$ cat src/jie_map.svh
`ifndef JIE_MAP_SVH
`define JIE_MAP_SVH
// How it works
// programming enters through the 1532 test port
// no programming step while in sleep mode
// programmer wakes the device before commands
// unprogrammed device keeps pad enable inactive
// inactive pad enable also blocks input buffers
// sample/preload captures pads, shifts, stages bits
// input cells capture defined pin values
// drivers stay off while pad enable inactive

// ----------------------------------------------------------
// instruction register
// ----------------------------------------------------------
`define JIE_IR_LEN       8
`define JIE_IR_CAP       8'h01
`define JIE_IR_RST       8'hff
`define JIE_OP_BYPASS    8'hff
`define JIE_OP_SAMPLE    8'h01
`define JIE_OP_PROG_EN   8'h0b
`define JIE_OP_PROG_WORD 8'h0c
`define JIE_OP_PROG_DIS  8'h0d

// ----------------------------------------------------------
// sizes and cell layout
// ----------------------------------------------------------
`define JIE_PADS         4
`define JIE_PROG_W       16
`define JIE_CELLS        3
`define JIE_CELL_IN      0
`define JIE_CELL_OUT     1
`define JIE_CELL_OE      2

// ----------------------------------------------------------
// test pin sync bit positions
// ----------------------------------------------------------
`define JIE_SY_TCK       0
`define JIE_SY_TMS       1
`define JIE_SY_TDI       2
`define JIE_SY_TRST      3
`endif

$ cat src/jie_pkg.sv
package jie_pkg;
   // test access port controller states
   typedef enum logic [3:0] {
      TLR, RTI, SEL_DR, CAP_DR, SH_DR, EX1_DR, PA_DR, EX2_DR, UPD_DR,
      SEL_IR, CAP_IR, SH_IR, EX1_IR, PA_IR, EX2_IR, UPD_IR
   } jie_tap_t;
endpackage : jie_pkg

$ cat src/jie_bsc.sv
`timescale 1ns/1ps
`include "jie_map.svh"
// ----------------------------------------------------------
// boundary_scan_chain: three cells per pad
// ----------------------------------------------------------
module jie_bsc #(
   parameter int PADS = `JIE_PADS
) (
   input  wire logic            clk,
   input  wire logic            nrst,
   input  wire logic            capture,  // parallel load of pads
   input  wire logic            shift,    // one step toward so
   input  wire logic            update,   // stage shifted bits
   input  wire logic            si,
   input  wire logic [PADS-1:0] pin,      // synced pad levels
   input  wire logic [PADS-1:0] core_out,
   input  wire logic [PADS-1:0] core_oe,
   output logic                 so,
   output logic [`JIE_CELLS*PADS-1:0] staged
);
   localparam int NC = `JIE_CELLS * PADS;

   typedef struct packed {
      logic [NC-1:0] sh;    // shift stage
      logic [NC-1:0] upd;   // staged preload bits
   } jie_bsc_t;

   jie_bsc_t      st;
   jie_bsc_t      next_st;
   logic [NC-1:0] cap_v;    // parallel capture image

   // ----------------------------------------------------------
   // capture image, one group per pad
   // ----------------------------------------------------------
   genvar k;
   generate
      for (k = 0; k < PADS; k++) begin : g_pad
         // input cell sees the real pin, so it is always defined
         assign cap_v[`JIE_CELLS*k+`JIE_CELL_IN]  = pin[k];
         // output cells follow the fabric, undefined if unprogrammed
         assign cap_v[`JIE_CELLS*k+`JIE_CELL_OUT] = core_out[k];
         assign cap_v[`JIE_CELLS*k+`JIE_CELL_OE]  = core_oe[k];

      end
   endgenerate

   // next state: capture wins over shift
   always_comb begin
      next_st = st;
      if (capture) begin
         next_st.sh = cap_v;
      end else if (shift) begin
         next_st.sh = {si, st.sh[NC-1:1]};
      end
      if (update) begin
         next_st.upd = st.sh;
      end
   end

   // state register
   always_ff @(posedge clk or negedge nrst) begin
      if (!nrst) begin
         st <= '0;
      end else begin
         st <= next_st;
      end
   end

   assign so     = st.sh[0];
   assign staged = st.upd;
endmodule : jie_bsc

$ cat src/jie_top.sv
`timescale 1ns/1ps
`include "jie_map.svh"
// ----------------------------------------------------------
// test port with in_system_programming entry and pad gating
// ----------------------------------------------------------
module jie_top #(
   parameter int PADS = `JIE_PADS,
   parameter int PW   = `JIE_PROG_W
) (
   input  wire logic            clk,
   input  wire logic            nrst,
   input  wire logic            tck,        // test clock pin
   input  wire logic            tms,
   input  wire logic            tdi,
   input  wire logic            trst_n,
   input  wire logic            sleep,      // low-power mode level
   input  wire logic            programmed, // configuration present
   input  wire logic [PADS-1:0] pad_in,     // pin input levels
   input  wire logic [PADS-1:0] core_out,   // fabric output data
   input  wire logic [PADS-1:0] core_oe,    // fabric output enable
   output logic                 tdo,
   output logic                 tdo_oe,
   output logic                 global_pad_enable,
   output logic [PADS-1:0]      pad_out,
   output logic [PADS-1:0]      pad_oe,
   output logic [PADS-1:0]      core_in,    // gated input buffers
   output logic                 in_system_programming,
   output logic                 prog_refused,
   output logic                 prog_strobe,
   output logic [PW-1:0]        prog_data,
   output logic [`JIE_CELLS*PADS-1:0] staged
);
   localparam int IRL = `JIE_IR_LEN;

   // ----------------------------------------------------------
   // state
   // ----------------------------------------------------------
   typedef struct packed {
      logic [3:0]        js1;     // test pins, first stage
      logic [3:0]        js2;
      logic [3:0]        js3;
      logic [3:0]        jf;      // agreed test pin levels
      logic [PADS-1:0]   ps1;     // pad inputs, first stage
      logic [PADS-1:0]   ps2;
      logic [PADS-1:0]   ps3;
      logic [PADS-1:0]   pf;      // agreed pad levels
      jie_pkg::jie_tap_t tap;
      logic [IRL-1:0]    ir_sh;   // instruction shift stage
      logic [IRL-1:0]    ir;      // active instruction
      logic              byp;
      logic [PW-1:0]     pg_sh;   // programming word shift
      logic [PW-1:0]     prog_data;
      logic              prog_mode;   // in_system_programming mode
      logic              refused;     // last entry refused, sticky
      logic              prog_strobe;
      logic              tdo;
      logic              tdo_oe;
      logic              gpe;
      logic [PADS-1:0]   pad_out;
      logic [PADS-1:0]   pad_oe;
      logic [PADS-1:0]   core_in;
   } jie_state_t;

   jie_state_t st;
   jie_state_t next_st;

   logic [3:0] jf_n;        // test pin levels after filtering
   logic       rise;        // tck rising edge seen
   logic       fall;        // tck falling edge seen
   logic       tms_v;
   logic       tdi_v;
   logic       trst_v;
   logic       sel_sample;  // sample/preload selects the chain
   logic       sel_prog;    // programming word selected
   logic       dr_so;
   logic       bs_cap;
   logic       bs_sh;
   logic       bs_upd;
   logic       bs_so;

   // ----------------------------------------------------------
   // controller step
   // ----------------------------------------------------------
   function automatic jie_pkg::jie_tap_t tap_next(
      input jie_pkg::jie_tap_t t,
      input logic              m
   );
      case (t)
         jie_pkg::TLR:    tap_next = m ? jie_pkg::TLR    : jie_pkg::RTI;
         jie_pkg::RTI:    tap_next = m ? jie_pkg::SEL_DR : jie_pkg::RTI;
         jie_pkg::SEL_DR: tap_next = m ? jie_pkg::SEL_IR : jie_pkg::CAP_DR;
         jie_pkg::CAP_DR: tap_next = m ? jie_pkg::EX1_DR : jie_pkg::SH_DR;
         jie_pkg::SH_DR:  tap_next = m ? jie_pkg::EX1_DR : jie_pkg::SH_DR;
         jie_pkg::EX1_DR: tap_next = m ? jie_pkg::UPD_DR : jie_pkg::PA_DR;
         jie_pkg::PA_DR:  tap_next = m ? jie_pkg::EX2_DR : jie_pkg::PA_DR;
         jie_pkg::EX2_DR: tap_next = m ? jie_pkg::UPD_DR : jie_pkg::SH_DR;
         jie_pkg::UPD_DR: tap_next = m ? jie_pkg::SEL_DR : jie_pkg::RTI;
         jie_pkg::SEL_IR: tap_next = m ? jie_pkg::TLR    : jie_pkg::CAP_IR;
         jie_pkg::CAP_IR: tap_next = m ? jie_pkg::EX1_IR : jie_pkg::SH_IR;
         jie_pkg::SH_IR:  tap_next = m ? jie_pkg::EX1_IR : jie_pkg::SH_IR;
         jie_pkg::EX1_IR: tap_next = m ? jie_pkg::UPD_IR : jie_pkg::PA_IR;
         jie_pkg::PA_IR:  tap_next = m ? jie_pkg::EX2_IR : jie_pkg::PA_IR;
         jie_pkg::EX2_IR: tap_next = m ? jie_pkg::UPD_IR : jie_pkg::SH_IR;
         jie_pkg::UPD_IR: tap_next = m ? jie_pkg::SEL_DR : jie_pkg::RTI;
         default:         tap_next = jie_pkg::TLR;
      endcase
   endfunction : tap_next

   // ----------------------------------------------------------
   // pin filtering and decode
   // ----------------------------------------------------------
   // a level counts once stages two and three agree
   assign jf_n   = (st.js2 & st.js3) | (st.jf & (st.js2 ^ st.js3));
   assign rise   = jf_n[`JIE_SY_TCK] & ~st.jf[`JIE_SY_TCK];
   assign fall   = ~jf_n[`JIE_SY_TCK] & st.jf[`JIE_SY_TCK];
   assign tms_v  = jf_n[`JIE_SY_TMS];
   assign tdi_v  = jf_n[`JIE_SY_TDI];
   assign trst_v = jf_n[`JIE_SY_TRST];

   assign sel_sample = (st.ir == `JIE_OP_SAMPLE);
   assign sel_prog   = (st.ir == `JIE_OP_PROG_WORD) && st.prog_mode;
   assign dr_so = sel_sample ? bs_so : (sel_prog ? st.pg_sh[0] : st.byp);

   // chain steps only on tck edges with sample/preload loaded
   assign bs_cap = rise && sel_sample && st.tap == jie_pkg::CAP_DR;
   assign bs_sh  = rise && sel_sample && st.tap == jie_pkg::SH_DR;
   assign bs_upd = rise && sel_sample && st.tap == jie_pkg::UPD_DR;

   // ----------------------------------------------------------
   // next state
   // ----------------------------------------------------------
   always_comb begin
      next_st     = st;
      next_st.js1 = {trst_n, tdi, tms, tck};
      next_st.js2 = st.js1;
      next_st.js3 = st.js2;
      next_st.jf  = jf_n;
      next_st.ps1 = pad_in;
      next_st.ps2 = st.ps1;
      next_st.ps3 = st.ps2;
      next_st.pf  = (st.ps2 & st.ps3) | (st.pf & (st.ps2 ^ st.ps3));
      next_st.prog_strobe = 1'b0;
      if (!trst_v) begin
         // test reset leaves programming mode at once
         next_st.tap         = jie_pkg::TLR;
         next_st.ir          = `JIE_IR_RST;
         next_st.prog_mode   = 1'b0;
         next_st.refused     = 1'b0;
      end else if (rise) begin
         next_st.tap = tap_next(st.tap, tms_v);
         case (st.tap)
            jie_pkg::TLR: begin
               next_st.ir        = `JIE_IR_RST;
               next_st.prog_mode = 1'b0;
            end
            jie_pkg::CAP_IR: begin
               next_st.ir_sh = `JIE_IR_CAP;
            end
            jie_pkg::SH_IR: begin
               next_st.ir_sh = {tdi_v, st.ir_sh[IRL-1:1]};
            end
            jie_pkg::UPD_IR: begin
               next_st.ir = st.ir_sh;
               if (st.ir_sh == `JIE_OP_PROG_EN) begin
                  // entry refused while asleep; programmer must wake us
                  if (sleep) begin
                     next_st.refused   = 1'b1;
                  end else begin
                     next_st.prog_mode = 1'b1;
                     next_st.refused   = 1'b0;
                  end
               end else if (st.ir_sh == `JIE_OP_PROG_DIS) begin
                  next_st.prog_mode = 1'b0;
               end
            end
            jie_pkg::CAP_DR: begin
               next_st.byp   = 1'b0;
               next_st.pg_sh = st.prog_data;
            end
            jie_pkg::SH_DR: begin
               next_st.byp   = tdi_v;
               next_st.pg_sh = {tdi_v, st.pg_sh[PW-1:1]};
            end
            jie_pkg::UPD_DR: begin
               // a word loaded while asleep is dropped, not queued
               if (sel_prog && !sleep) begin
                  next_st.prog_data   = st.pg_sh;
                  next_st.prog_strobe = 1'b1;
               end
            end
            default: begin
            end
         endcase
      end else if (fall) begin
         // tdo moves on the falling edge, driven only while shifting
         next_st.tdo_oe = (st.tap == jie_pkg::SH_DR)
                       || (st.tap == jie_pkg::SH_IR);
         next_st.tdo = (st.tap == jie_pkg::SH_IR) ? st.ir_sh[0]
                                                  : dr_so;
      end
      // pins isolated when unprogrammed and during programming
      next_st.gpe     = programmed && !st.prog_mode;
      next_st.pad_out = st.gpe ? core_out : '0;
      next_st.pad_oe  = st.gpe ? core_oe  : '0;
      next_st.core_in = st.gpe ? st.pf    : '0;
   end

   // ----------------------------------------------------------
   // state register
   // ----------------------------------------------------------
   always_ff @(posedge clk or negedge nrst) begin
      if (!nrst) begin
         st       <= '0;
         st.tap   <= jie_pkg::TLR;
         st.ir    <= `JIE_IR_RST;
         st.ir_sh <= `JIE_IR_RST;
      end else begin
         st <= next_st;
      end
   end

   // ----------------------------------------------------------
   // boundary_scan_chain
   // ----------------------------------------------------------
   jie_bsc #(
      .PADS     (PADS)
   ) u_bsc (
      .clk      (clk),
      .nrst     (nrst),
      .capture  (bs_cap),
      .shift    (bs_sh),
      .update   (bs_upd),
      .si       (tdi_v),
      .pin      (st.pf),
      .core_out (core_out),
      .core_oe  (core_oe),
      .so       (bs_so),
      .staged   (staged)
   );

   assign tdo               = st.tdo;
   assign tdo_oe            = st.tdo_oe;
   assign global_pad_enable = st.gpe;
   assign pad_out           = st.pad_out;
   assign pad_oe            = st.pad_oe;
   assign core_in           = st.core_in;
   assign in_system_programming = st.prog_mode;
   assign prog_refused      = st.refused;
   assign prog_strobe       = st.prog_strobe;
   assign prog_data         = st.prog_data;
endmodule : jie_top

$ cat config.mk
export PLATFORM = sky130hd
export DESIGN_NAME = jie_top
export DESIGN_NICKNAME = d
export VERILOG_FILES = /design/src/jie_pkg.sv /design/src/jie_bsc.sv /design/src/jie_top.sv
export VERILOG_INCLUDE_DIRS = /design/src
export SDC_FILE = /design/constraint.sdc
export NUM_CORES = 1
export LEC_CHECK = 0
export BUFFER_PORTS_ARGS = -buffer_cell sky130_fd_sc_hd__buf_4
export CAP_MARGIN = 20
export CORE_MARGIN = 2
export CORE_UTILIZATION = 50
export CTS_CLUSTER_SIZE = 25
export DETAILED_ROUTE_END_ITERATION = 16
export PLACE_DENSITY_LB_ADDON = 0.12
export SETUP_SLACK_MARGIN = 0.05
export SYNTH_ARGS = -nofsm -noshare
export SYNTH_HDL_FRONTEND = slang
export SYNTH_HIERARCHICAL = 1
export SYNTH_SLANG_ARGS = --single-unit
$ cat constraint.sdc
create_clock -name clk -period 4.1 [get_ports clk]
set_input_delay 0.615 -clock clk [delete_from_list [all_inputs] [get_ports clk]]
set_output_delay 0.615 -clock clk [all_outputs]
set_load 0.01 [all_outputs]
==> results of run 1 <==
-- cell type report --
type | count | area share
clock buffer | 21 | 0.07309
clock inverter | 11 | 0.01696
inverter | 7 | 0.004288
multi-input combinational | 254 | 0.2964
sequential | 127 | 0.4981
tap | 140 | 0.02729
timing repair buffer | 70 | 0.08380
-- how the worst max path moves through the flow --
| stage | slack [ns] | endpoint | cells past startpoint | start |
|---|---|---|---|---|
| after detailed placement | 1.54 | st[40] | 5 | st[69] |
| after global routing | 1.33 | st[36] | 5 | st[69] |
| after CTS | 1.52 | st[40] | 5 | st[69] |
| after floorplan | 1.93 | u_bsc/st[13] | 7 | st[68] |
| final | 1.54 | st[38] | 5 | st[69] |
| after global placement | 1.64 | st[40] | 5 | st[69] |
-- metrics by stage --
step	instances	instance area (um^2)	hold slack [ns]
floorplan	449	5552	0.3194
global placement	598	5842	0.3333
detailed placement	598	5842	0.3347
CTS	630	6420	0.1823
global route	630	6420	0.1755
finish	630	6420	0.2081
-- critical path: stages, from the launching register on --
cell and delay, ns:
dfrtp_1 0.73, or3b_1 0.45, a2111oi_4 0.78, buf_4 0.34, nor2_1 0.06, a21oi_1 0.11
-- power by group --
group	total, uW	switching, uW	internal [uW]
Clock	1420	551	870
Combinational	131	78.1	52.5
Sequential	1320	29.3	1290
Total	2870	658	2210
-- registers in the layout, summed over array words and instances (netlist names) --
signal                 count
st                        53
next_st                   16
prog_data                 16
u_bsc/staged              12
u_bsc/st                  11
core_in                    4
pad_oe                     4
pad_out                    4
global_pad_enable          1
in_system_programming      1
prog_refused               1
prog_strobe                1
tdo                        1
tdo_oe                     1
u_bsc/so                   1
-- placed cells by master (no fill, tap or decap), drive strengths merged, types with 2 or more instances in the layout --
cell,instances
dfrtp,111
buf,70
nor2,30
mux2,30
mux2i,27
a21oi,26
nand2,21
clkbuf,21
o21ai,18
dfstp,16
and2,14
nand3,8
a22o,8
o22a,8
ha,8
clkinvlp,7
inv,6
nor2b,6
a21o,5
nor3,5
nor4,4
clkinv,4
a31oi,3
nor3b,2
o221a,2
nand3b,2
a221oi,2
nand4,2
o31ai,2
o211ai,2
or3b,2
a2111oi,2
or4,2
-- metal layers --
layer	track usage	wire length (um)	vias to the layer above
li1	-	-	1608
met1	0.2402	4636	1672
met2	0.2879	4811	83
met3	0.05039	454	11
met4	0.06781	108	0
met5	0	0	-
-- logic make-up (layout without fill, tap and decap cells) --
kind of cell               Yosys count  after routing  share of synthesized area
AOI/OAI and AO/OA                   85             85                     0.1059
adders and majority gates            8              8                    0.01803
buffers and inverters               68            109                    0.08339
DFF                                127            127                     0.5761
muxes                               57             57                     0.1163
and+or+nand+nor                    104            104                     0.1003
==> flow_summary_export.csv, run 1 <==
group,metric,value,unit
status,outcome,"complete, no violations",
synth,syn-cell-area,5552,um^2
clocking,maximum_root_to_sink_buffer_count,2,
synth,synth_edf_count,0,
die,die-area,11960,um^2
setup_path,worstPathRequired,4.53,ns
cells_and_area,flow.area_growth_from_synthesis,15.64,%
cells_and_area,drive_gt1_frac,0.3306,
setup_path,worstPathArrival,2.99,ns
sta,fin_skew,0.008979,ns
synth,synth_largest_type_area_fraction,0.5003,
cells_and_area,nFillCells,901,
grt,grt_pass1_wl,16510,um
route,detail_route.drc_violations,0,
route,postRouteAntennaNets,0,
die,die_width,109.4,um
sta,setup_viol,0,
route,first_iter_violations,181,
clocking,clkTransAtPathRegs,0.06,ns
setup_path,critical_path.max_fanout,23,
synth,yosys_most_used_dff,"dfrtp_1",
die,die_h,109.4,um
sta,timing_max_transition_violations_final,0,
run,cap_violations,0,
route,drtPass1Iterations,5,
die,io_pins,66,
setup_path,worst_setup_path_class,"flip-flop to flip-flop",
die,core,10840,um^2
grt,number_of_antenna_violations_at_the_first_check_in_global_routing,0,
synth,synth.top_cells.by_area,"dfrtp_1, dfstp_2, buf_4",
place,dp_hpwl,6638,um
power,total_power,2873,uW
grt,track_usage,0.1819,
route,via_per_inst,5.356,
route,post_drt_wl_per_cell,15.89,um
cells_and_area,multi_input_comb_area,1903,um^2
worst_hold_path,hp-start,"tdi",
worst_hold_path,worst_hold_path.num_cells,1,
synth,synth-seq-cells,127,
synth,syn-mean-instance-area,12.36,um^2
synth,yosysMostFrequentCell,"dfrtp_1",
place,gp_congestion,0.8133,
sta,grt_setup_unrepaired,"no",
setup_path,critical_path.reg2reg.endpoint,"st[38]",
clocking,total_clock_sinks,127,
synth,synth_top_cells_by_count,"dfrtp_1, buf_4, nor2_1",
power,pwr_density,447.5,nW/um^2
clocking,cts_max_level,4,
clocking,cts_tree,"done",
setup_path,timing.reg2reg.worst_path_depth,5,
worst_hold_path,min_path_type,"primary input to flip-flop",
synth,synth-seq-area-share,0.5761,
clocking,cts-resized-gates,0,
setup_path,crit_path_end_kind,"flip-flop",
synth,yosysTopAreaCell,"dfrtp_1",
grt,grt_start_max_net_pins,78,
synth,async_flop_share,1.000,
clocking,post_cts.repair.setup_buffers,0,
cells_and_area,nNetsFinal,505,
die,placement_rows,38,
sta,max_slew.worst_pin.slew,0.9603,ns
sta,final-hold-violation-count,0,
power,worst_ir_drop_vdd,0.2968,mV
grt,global_route.overflow_total,0,
place,placement.io_buffers,65,
sta,max_freq,0.3909,GHz
sta,final.setup.tns,0,ns
sta,normalized_max_slew_margin,0.3574,
worst_hold_path,worst_hold_path.endpoint,"next_st[97]",
clocking,cts.root.buffer_cell,"clkbuf_8",
cells_and_area,final_core_utilization,0.5922,
setup_path,critical_path.startpoint_type,"flip-flop",
power,leakagePower,0.002877,uW
clocking,ctsHoldBuffers,0,
die,floorplan.initialDensity,0.5121,
cells_and_area,antenna-diode-count,0,
clocking,insertion_delay,0.51,ns
synth,ys_warn_count,6,
synth,yosysUniqueCellTypes,59,
sta,finalCriticalPeriod,2.558,ns
clocking,cts-buffers-inserted,17,
setup_path,worst-r2r-setup-slack,1.54,ns
route,route.vias.total,3374,
sta,post-route-worst-setup-slack,1.542,ns
synth,synthesis.nets,477,
route,detail_route.wirelength,10010,um
cells_and_area,ff_latch_area,3198,um^2
setup_path,crit_reg_reg_startpoint,"st[69]",
sta,timing.final.crit_share,0.6240,
grt,first_global_vias,3360,
place,place_worst_setup_slack,1.542,ns
synth,post_synth_inst_count,449,
(Power assumes the default switching activity.)
==> run 2, diff against run 1 <==
ABC_AREA = 1   (was unset)
clock period = 2.5 ns   (was 4.1 ns; I/O delays follow)
==> flow_summary_export.csv, run 2 <==
group,metric,value,unit
synth,synth_top_cells_by_count,"dfrtp_1, nand2_1, inv_1",
synth,syn-mean-instance-area,9.660,um^2
synth,async_flop_share,1.000,
route,drtPass1Iterations,5,
clocking,cts-buffers-inserted,17,
synth,post_synth_inst_count,584,
cells_and_area,number_of_flip_flops_under_the_largest_register_name,53,
synth,ys_warn_count,6,
power,worst_ir_drop_vdd,0.4049,mV
sta,grt_setup_unrepaired,"no",
synth,synth_edf_count,0,
die,io_pins,66,
power,intPower,3765,uW
clocking,clkTransAtPathRegs,0.05,ns
power,leakagePower,0.003145,uW
clocking,total_clock_sinks,127,
cells_and_area,commonest_non_fill_non_tap_cell_in_the_layout,"dfrtp_1",
clocking,cts_tree,"done",
setup_path,worst_setup_path_class,"flip-flop to flip-flop",
die,die-area,12150,um^2
cells_and_area,antenna-diode-count,0,
setup_path,worstPathArrival,2.28,ns
synth,synthesis.nets,612,
route,postRouteAntennaNets,0,
sta,final-hold-violation-count,0,
setup_path,critical_path.max_fanout,32,
cells_and_area,mostFrequentLayoutCells,"dfrtp_1, nand2_1, buf_4",
route,detail_route.wirelength,10620,um
route,post_drt_wl_per_cell,13.76,um
setup_path,critPathBufInv,1,
sta,normalized_max_slew_margin,0.6259,
route,via_per_inst,5.119,
grt,track_usage,0.1977,
sta,final.setup.tns,0,ns
sta,timing.final.crit_share,0.7990,
run,cap_violations,0,
status,outcome,"complete, no violations",
cells_and_area,nFillCells,932,
power,pwr_density,723.0,nW/um^2
cells_and_area,flow.area_growth_from_synthesis,15.84,%
sta,max_slew.worst_pin.slew,0.5611,ns
route,route.vias.total,3952,
cells_and_area,drive_gt1_frac,0.2579,
die,floorplan.initialDensity,0.5159,
setup_path,worstPathRequired,2.78,ns
sta,post-route-worst-setup-slack,0.5024,ns
sta,max_freq,0.5006,GHz
place,gp_congestion,0.8889,
power,switching_share,0.2032,
clocking,maximum_root_to_sink_buffer_count,2,
die,die_width,110.2,um
setup_path,critical_path.startpoint_type,"flip-flop",
cells_and_area,nNetsFinal,648,
place,place_worst_setup_slack,0.5020,ns
route,first_iter_violations,267,
die,die_h,110.2,um
synth,synth.top_cells.by_area,"dfrtp_1, dfstp_2, nand2_1",
clocking,insertion_delay,0.41,ns
setup_path,crit_family,"compound AO/OA/AOI/OAI gates",
sta,timing_max_transition_violations_final,0,
clocking,cts_max_level,4,
place,dp_hpwl,7178,um
die,core,10940,um^2
synth,synth_largest_type_area_fraction,0.4923,
die,placement_rows,38,
place,placement.io_buffers,65,
power,p_clk_frac,0.511,
power,power_frac_seq,0.451,
setup_path,crit_reg_reg_startpoint,"st[94]",
synth,synth-seq-cells,127,
synth,yosys_most_used_dff,"dfrtp_1",
clocking,cts.root.buffer_cell,"clkbuf_16",
synth,syn-cell-area,5642,um^2
setup_path,setup.worst_path.start,"st[94]",
setup_path,crit_path_cell_trace,"ha_1 -> a21oi_2 -> nor2_4 -> nand2_2 -> clkinv_2 -> o211ai_1 -> o21ai_0",
grt,grt_start_max_net_pins,52,
worst_hold_path,hp-start,"pad_in[1]",
sta,finalCriticalPeriod,1.998,ns
setup_path,critPathMaxStageDelay,0.37,ns
sta,fin_skew,0.008500,ns
synth,yosysMostFrequentCell,"dfrtp_1",
grt,first_global_vias,3907,
power,power.switching,960.3,uW
grt,number_of_antenna_violations_at_the_first_check_in_global_routing,0,
cells_and_area,top_register,"st",
power,power.combinational.fraction,0.038,
grt,grt_pass1_wl,18240,um
synth,yosysUniqueCellTypes,38,
synth,synth-seq-area-share,0.5669,
setup_path,crit_path_end_kind,"flip-flop",
grt,global_route.overflow_total,0,
sta,setup_viol,0,
cells_and_area,ff_latch_area,3198,um^2
setup_path,cp_slowest_cell,"a21oi_2",
route,detail_route.drc_violations,0,
cells_and_area,multi_input_comb_area,1718,um^2
synth,yosysTopAreaCell,"dfrtp_1",
worst_hold_path,min_path_type,"primary input to flip-flop",
## run 2: worst paths after layout
check	to	slack (ns)	cells past startpoint
setup reg to reg	st[43]	0.50	7
hold reg to reg	next_st[76]	0.35	0
hold / removal	next_st[80]	0.07	1
setup / recovery	st[43]	0.50	7
max in group asynchronous	st[61]	1.26	3
min in group asynchronous	next_st[97]	0.51	2
## run 2: worst register-to-register path, delay by kind of cell (launching register included)
family	cells	cell delay, ns
AO/OA/AOI/OAI	3	0.70
flip-flops	1	0.36
buffers and inverters	1	0.32
adder cells (fa/ha/maj)	1	0.30
AND/OR/NAND/NOR	2	0.20
## run 2: timing repair
| item | 4_1_cts | 5_1_grt |
|---|---|---|
| buffers inserted | 0 | 0 |
| resized for setup | 0 | 0 |
| endpoints found under the setup margin | 0 | 0 |
| endpoints found under the hold margin | 29 | 0 |
| hold buffers | 1 | 0 |
## run 2: logic make-up after synthesis
logic type	synth area share
and+or+nand+nor	0.1717
AOI/OAI and AO/OA	0.1151
DFF	0.5669
buffers and inverters	0.1286
adders and majority gates	0.01774
## run 2: cell type report
| cell class | instances | area share |
|---|---|---|
| well taps | 140 | 0.02680 |
| multi-input cells | 323 | 0.2629 |
| flip-flops and latches | 127 | 0.4894 |
| repair buffers | 73 | 0.08616 |
| inverters | 78 | 0.04499 |
| clock buffers | 26 | 0.07792 |
| clock inverters | 5 | 0.01187 |
## run 2: stage by stage
stage / power, uW / util / std cells / hold slack [ns] / instance area (um^2)
after CTS: 4786 / 0.5976 / 772 / 0.05552 / 6535
after global placement: 2343 / 0.5430 / 740 / 0.3356 / 5938
after floorplan: 2247 / - / 584 / 0.07941 / 5642
after global routing: 4911 / 0.5976 / 772 / 0.04710 / 6535
final: 4725 / 0.5976 / 772 / 0.07008 / 6535
after detailed placement: 2348 / 0.5430 / 740 / 0.3355 / 5938
## run 2: metal layers
layer  GRT usage  share of wire  vias to the layer above
met5           0              0                        -
met4     0.08929          0.022                        0
met3     0.06114          0.064                       20
met2      0.2879           0.44                      129
met1      0.2722           0.47                     1897
li1            -              -                     1906
## run 2: power by group through the flow
stage	Sequential (uW)	Combinational, uW	Clock (uW)
after floorplan	2160	89.3	0
after global placement	2170	177	0
after detailed placement	2170	182	0
after CTS	2130	184	2470
after global routing	2140	207	2570
final	2130	180	2410
==> run 3, diff against run 2 <==
clock period = 1.85 ns   (was 2.5 ns; I/O delays follow)
==> flow_summary_export.csv, run 3 (synthesized netlist as in run 2, its figures left out) <==
group,metric,value,unit
power,power.combinational.fraction,0.043,
cells_and_area,number_of_flip_flops_under_the_largest_register_name,53,
clocking,insertion_delay,0.42,ns
power,pwr_density,940.1,nW/um^2
grt,number_of_antenna_violations_at_the_first_check_in_global_routing,0,
route,postRouteAntennaNets,0,
sta,final-hold-violation-count,0,
die,die_h,110.2,um
sta,setup_viol,0,
setup_path,cp_slowest_cell,"dfstp_2",
sta,normalized_max_slew_margin,0.7416,
clocking,clkTransAtPathRegs,0.05,ns
die,core,10940,um^2
clocking,cts_tree,"done",
route,detail_route.drc_violations,0,
setup_path,worstPathArrival,1.96,ns
cells_and_area,flow.area_growth_from_synthesis,18.85,%
grt,global_route.overflow_total,0,
power,switching_share,0.2097,
power,intPower,4981,uW
route,route.vias.total,3968,
clocking,cts.root.buffer_cell,"clkbuf_16",
place,gp_congestion,0.8358,
setup_path,setup.worst_path.start,"st[53]",
sta,timing_max_transition_violations_final,0,
place,dp_cells,746,
die,die-area,12150,um^2
cells_and_area,drive_gt1_frac,0.2682,
setup_path,critPathMaxStageDelay,0.38,ns
die,floorplan.initialDensity,0.5159,
sta,grt_setup_unrepaired,"no",
sta,timing.final.crit_share,0.9027,
setup_path,timing.reg2reg.worst_path_depth,8,
die,io_pins,66,
sta,finalCriticalPeriod,1.670,ns
sta,final.setup.tns,0,ns
grt,first_global_vias,3944,
clocking,cts_max_level,4,
cells_and_area,mostFrequentLayoutCells,"dfrtp_1, nand2_1, buf_4",
route,detail_route.wirelength,10890,um
cells_and_area,finish.cell_count_without_fillers,785,
grt,grt_start_max_net_pins,64,
sta,fin_skew,0.009464,ns
route,via_per_inst,5.055,
clocking,cts-buffers-inserted,17,
worst_hold_path,min_path_type,"primary input to flip-flop",
power,power.switching,1322,uW
setup_path,timing.critical_path.depth,8,
power,leakagePower,0.003211,uW
setup_path,critical_path.startpoint_type,"flip-flop",
cells_and_area,nNetsFinal,662,
clocking,post_cts.repair.setup_buffers,0,
place,dp_hpwl,7342,um
run,cap_violations,0,
setup_path,critical_path.max_fanout,13,
die,placement_rows,38,
die,die_width,110.2,um
power,power_frac_seq,0.457,
power,p_clk_frac,0.500,
setup_path,worst_setup_path_class,"flip-flop to flip-flop",
clocking,total_clock_sinks,127,
grt,track_usage,0.2011,
place,place_worst_setup_slack,0.07082,ns
setup_path,critPathBufInv,2,
place,placement.io_buffers,65,
setup_path,crit_reg_reg_startpoint,"st[53]",
sta,max_freq,0.5988,GHz
cells_and_area,top_register,"st",
grt,grt_pass1_wl,18440,um
setup_path,timing.critical_path.to,"u_bsc/st[18]",
setup_path,crit_path_cell_trace,"or2_1 -> nor2_1 -> nand3_2 -> nor2_4 -> buf_4 -> inv_2 -> nand3_1 -> nand3_1",
power,worst_ir_drop_vdd,0.7065,mV
setup_path,crit_path_end_kind,"flip-flop",
setup_path,worstPathRequired,2.14,ns
sta,max_slew.worst_pin.slew,0.3876,ns
setup_path,worst-r2r-setup-slack,0.18,ns
sta,post-route-worst-setup-slack,0.1800,ns
setup_path,crit_family,"simple AND/OR/NAND/NOR gates",
route,first_iter_violations,208,
route,post_drt_wl_per_cell,13.87,um
cells_and_area,antenna-diode-count,0,
clocking,maximum_root_to_sink_buffer_count,2,
setup_path,critical_path.reg2reg.endpoint,"u_bsc/st[18]",
setup_path,critical-path-top-cell-by-count,"nand3_1",
route,drtPass1Iterations,4,
status,outcome,"complete, no violations",
cells_and_area,commonest_non_fill_non_tap_cell_in_the_layout,"dfrtp_1",
==> run 3: area by class of cell <==
| type | count | area, um^2 |
|---|---|---|
| clock buffer | 23 | 467.9 |
| clock inverter | 7 | 87.58 |
| fill | 953 | 4230 |
| inverter | 78 | 294.0 |
| multi-input combinational | 323 | 1744 |
| sequential | 127 | 3198 |
| tap | 140 | 175.2 |
| timing repair buffer | 87 | 738.2 |
==> run 3: worst min-delay path by stage <==
stage	cells after the start	slack (ns)	start	endpoint
finish	3	0.06	core_oe[1]	pad_oe[1]
floorplan	0	-0.02	nrst	core_in[0]
detailed placement	1	0.23	nrst	next_st[97]
global placement	1	0.23	nrst	st[89]
global route	3	0.06	core_oe[1]	pad_oe[1]
CTS	3	0.04	core_oe[0]	pad_oe[0]
==> run 3: worst min-delay path: stages <==
cell and delay [ns]:
buf_4 0.09, nand2_1 0.04, inv_1 0.04
==> run 3: stage by stage <==
stage | utilization | power (uW) | hold slack [ns] | cell area [um^2]
detailed placement | 0.5517 | 3182 | 0.2327 | 6033
finish | 0.6132 | 6304 | 0.05945 | 6705
global placement | 0.5517 | 3175 | 0.2303 | 6033
global route | 0.6132 | 6529 | 0.05570 | 6705
CTS | 0.6108 | 6374 | 0.04370 | 6679
floorplan | - | 3037 | -0.01809 | 5642
==> run 3: per-layer routing <==
metal,share of wire,global-route usage,vias to the layer above
met3,0.054,0.05820,16
met1,0.46,0.2627,1924
met5,0,0,-
met4,0.021,0.1080,0
met2,0.47,0.3037,90
li1,-,-,1938
==> run 3: power by group through the flow <==
stage | Sequential, uW | Combinational, uW | Clock (uW)
final | 2880 | 272 | 3150
after global routing | 2880 | 305 | 3340
after CTS | 2880 | 276 | 3220
after detailed placement | 2920 | 258 | 0
after global placement | 2920 | 253 | 0
after floorplan | 2920 | 121 | 0
==> run 3: timing repair <==
item | 4_1_cts | 5_1_grt
hold buffers | 9 | 0
resized for setup | 0 | 8
setup endpoints to repair | 0 | 15
endpoints found under the hold margin | 34 | 0
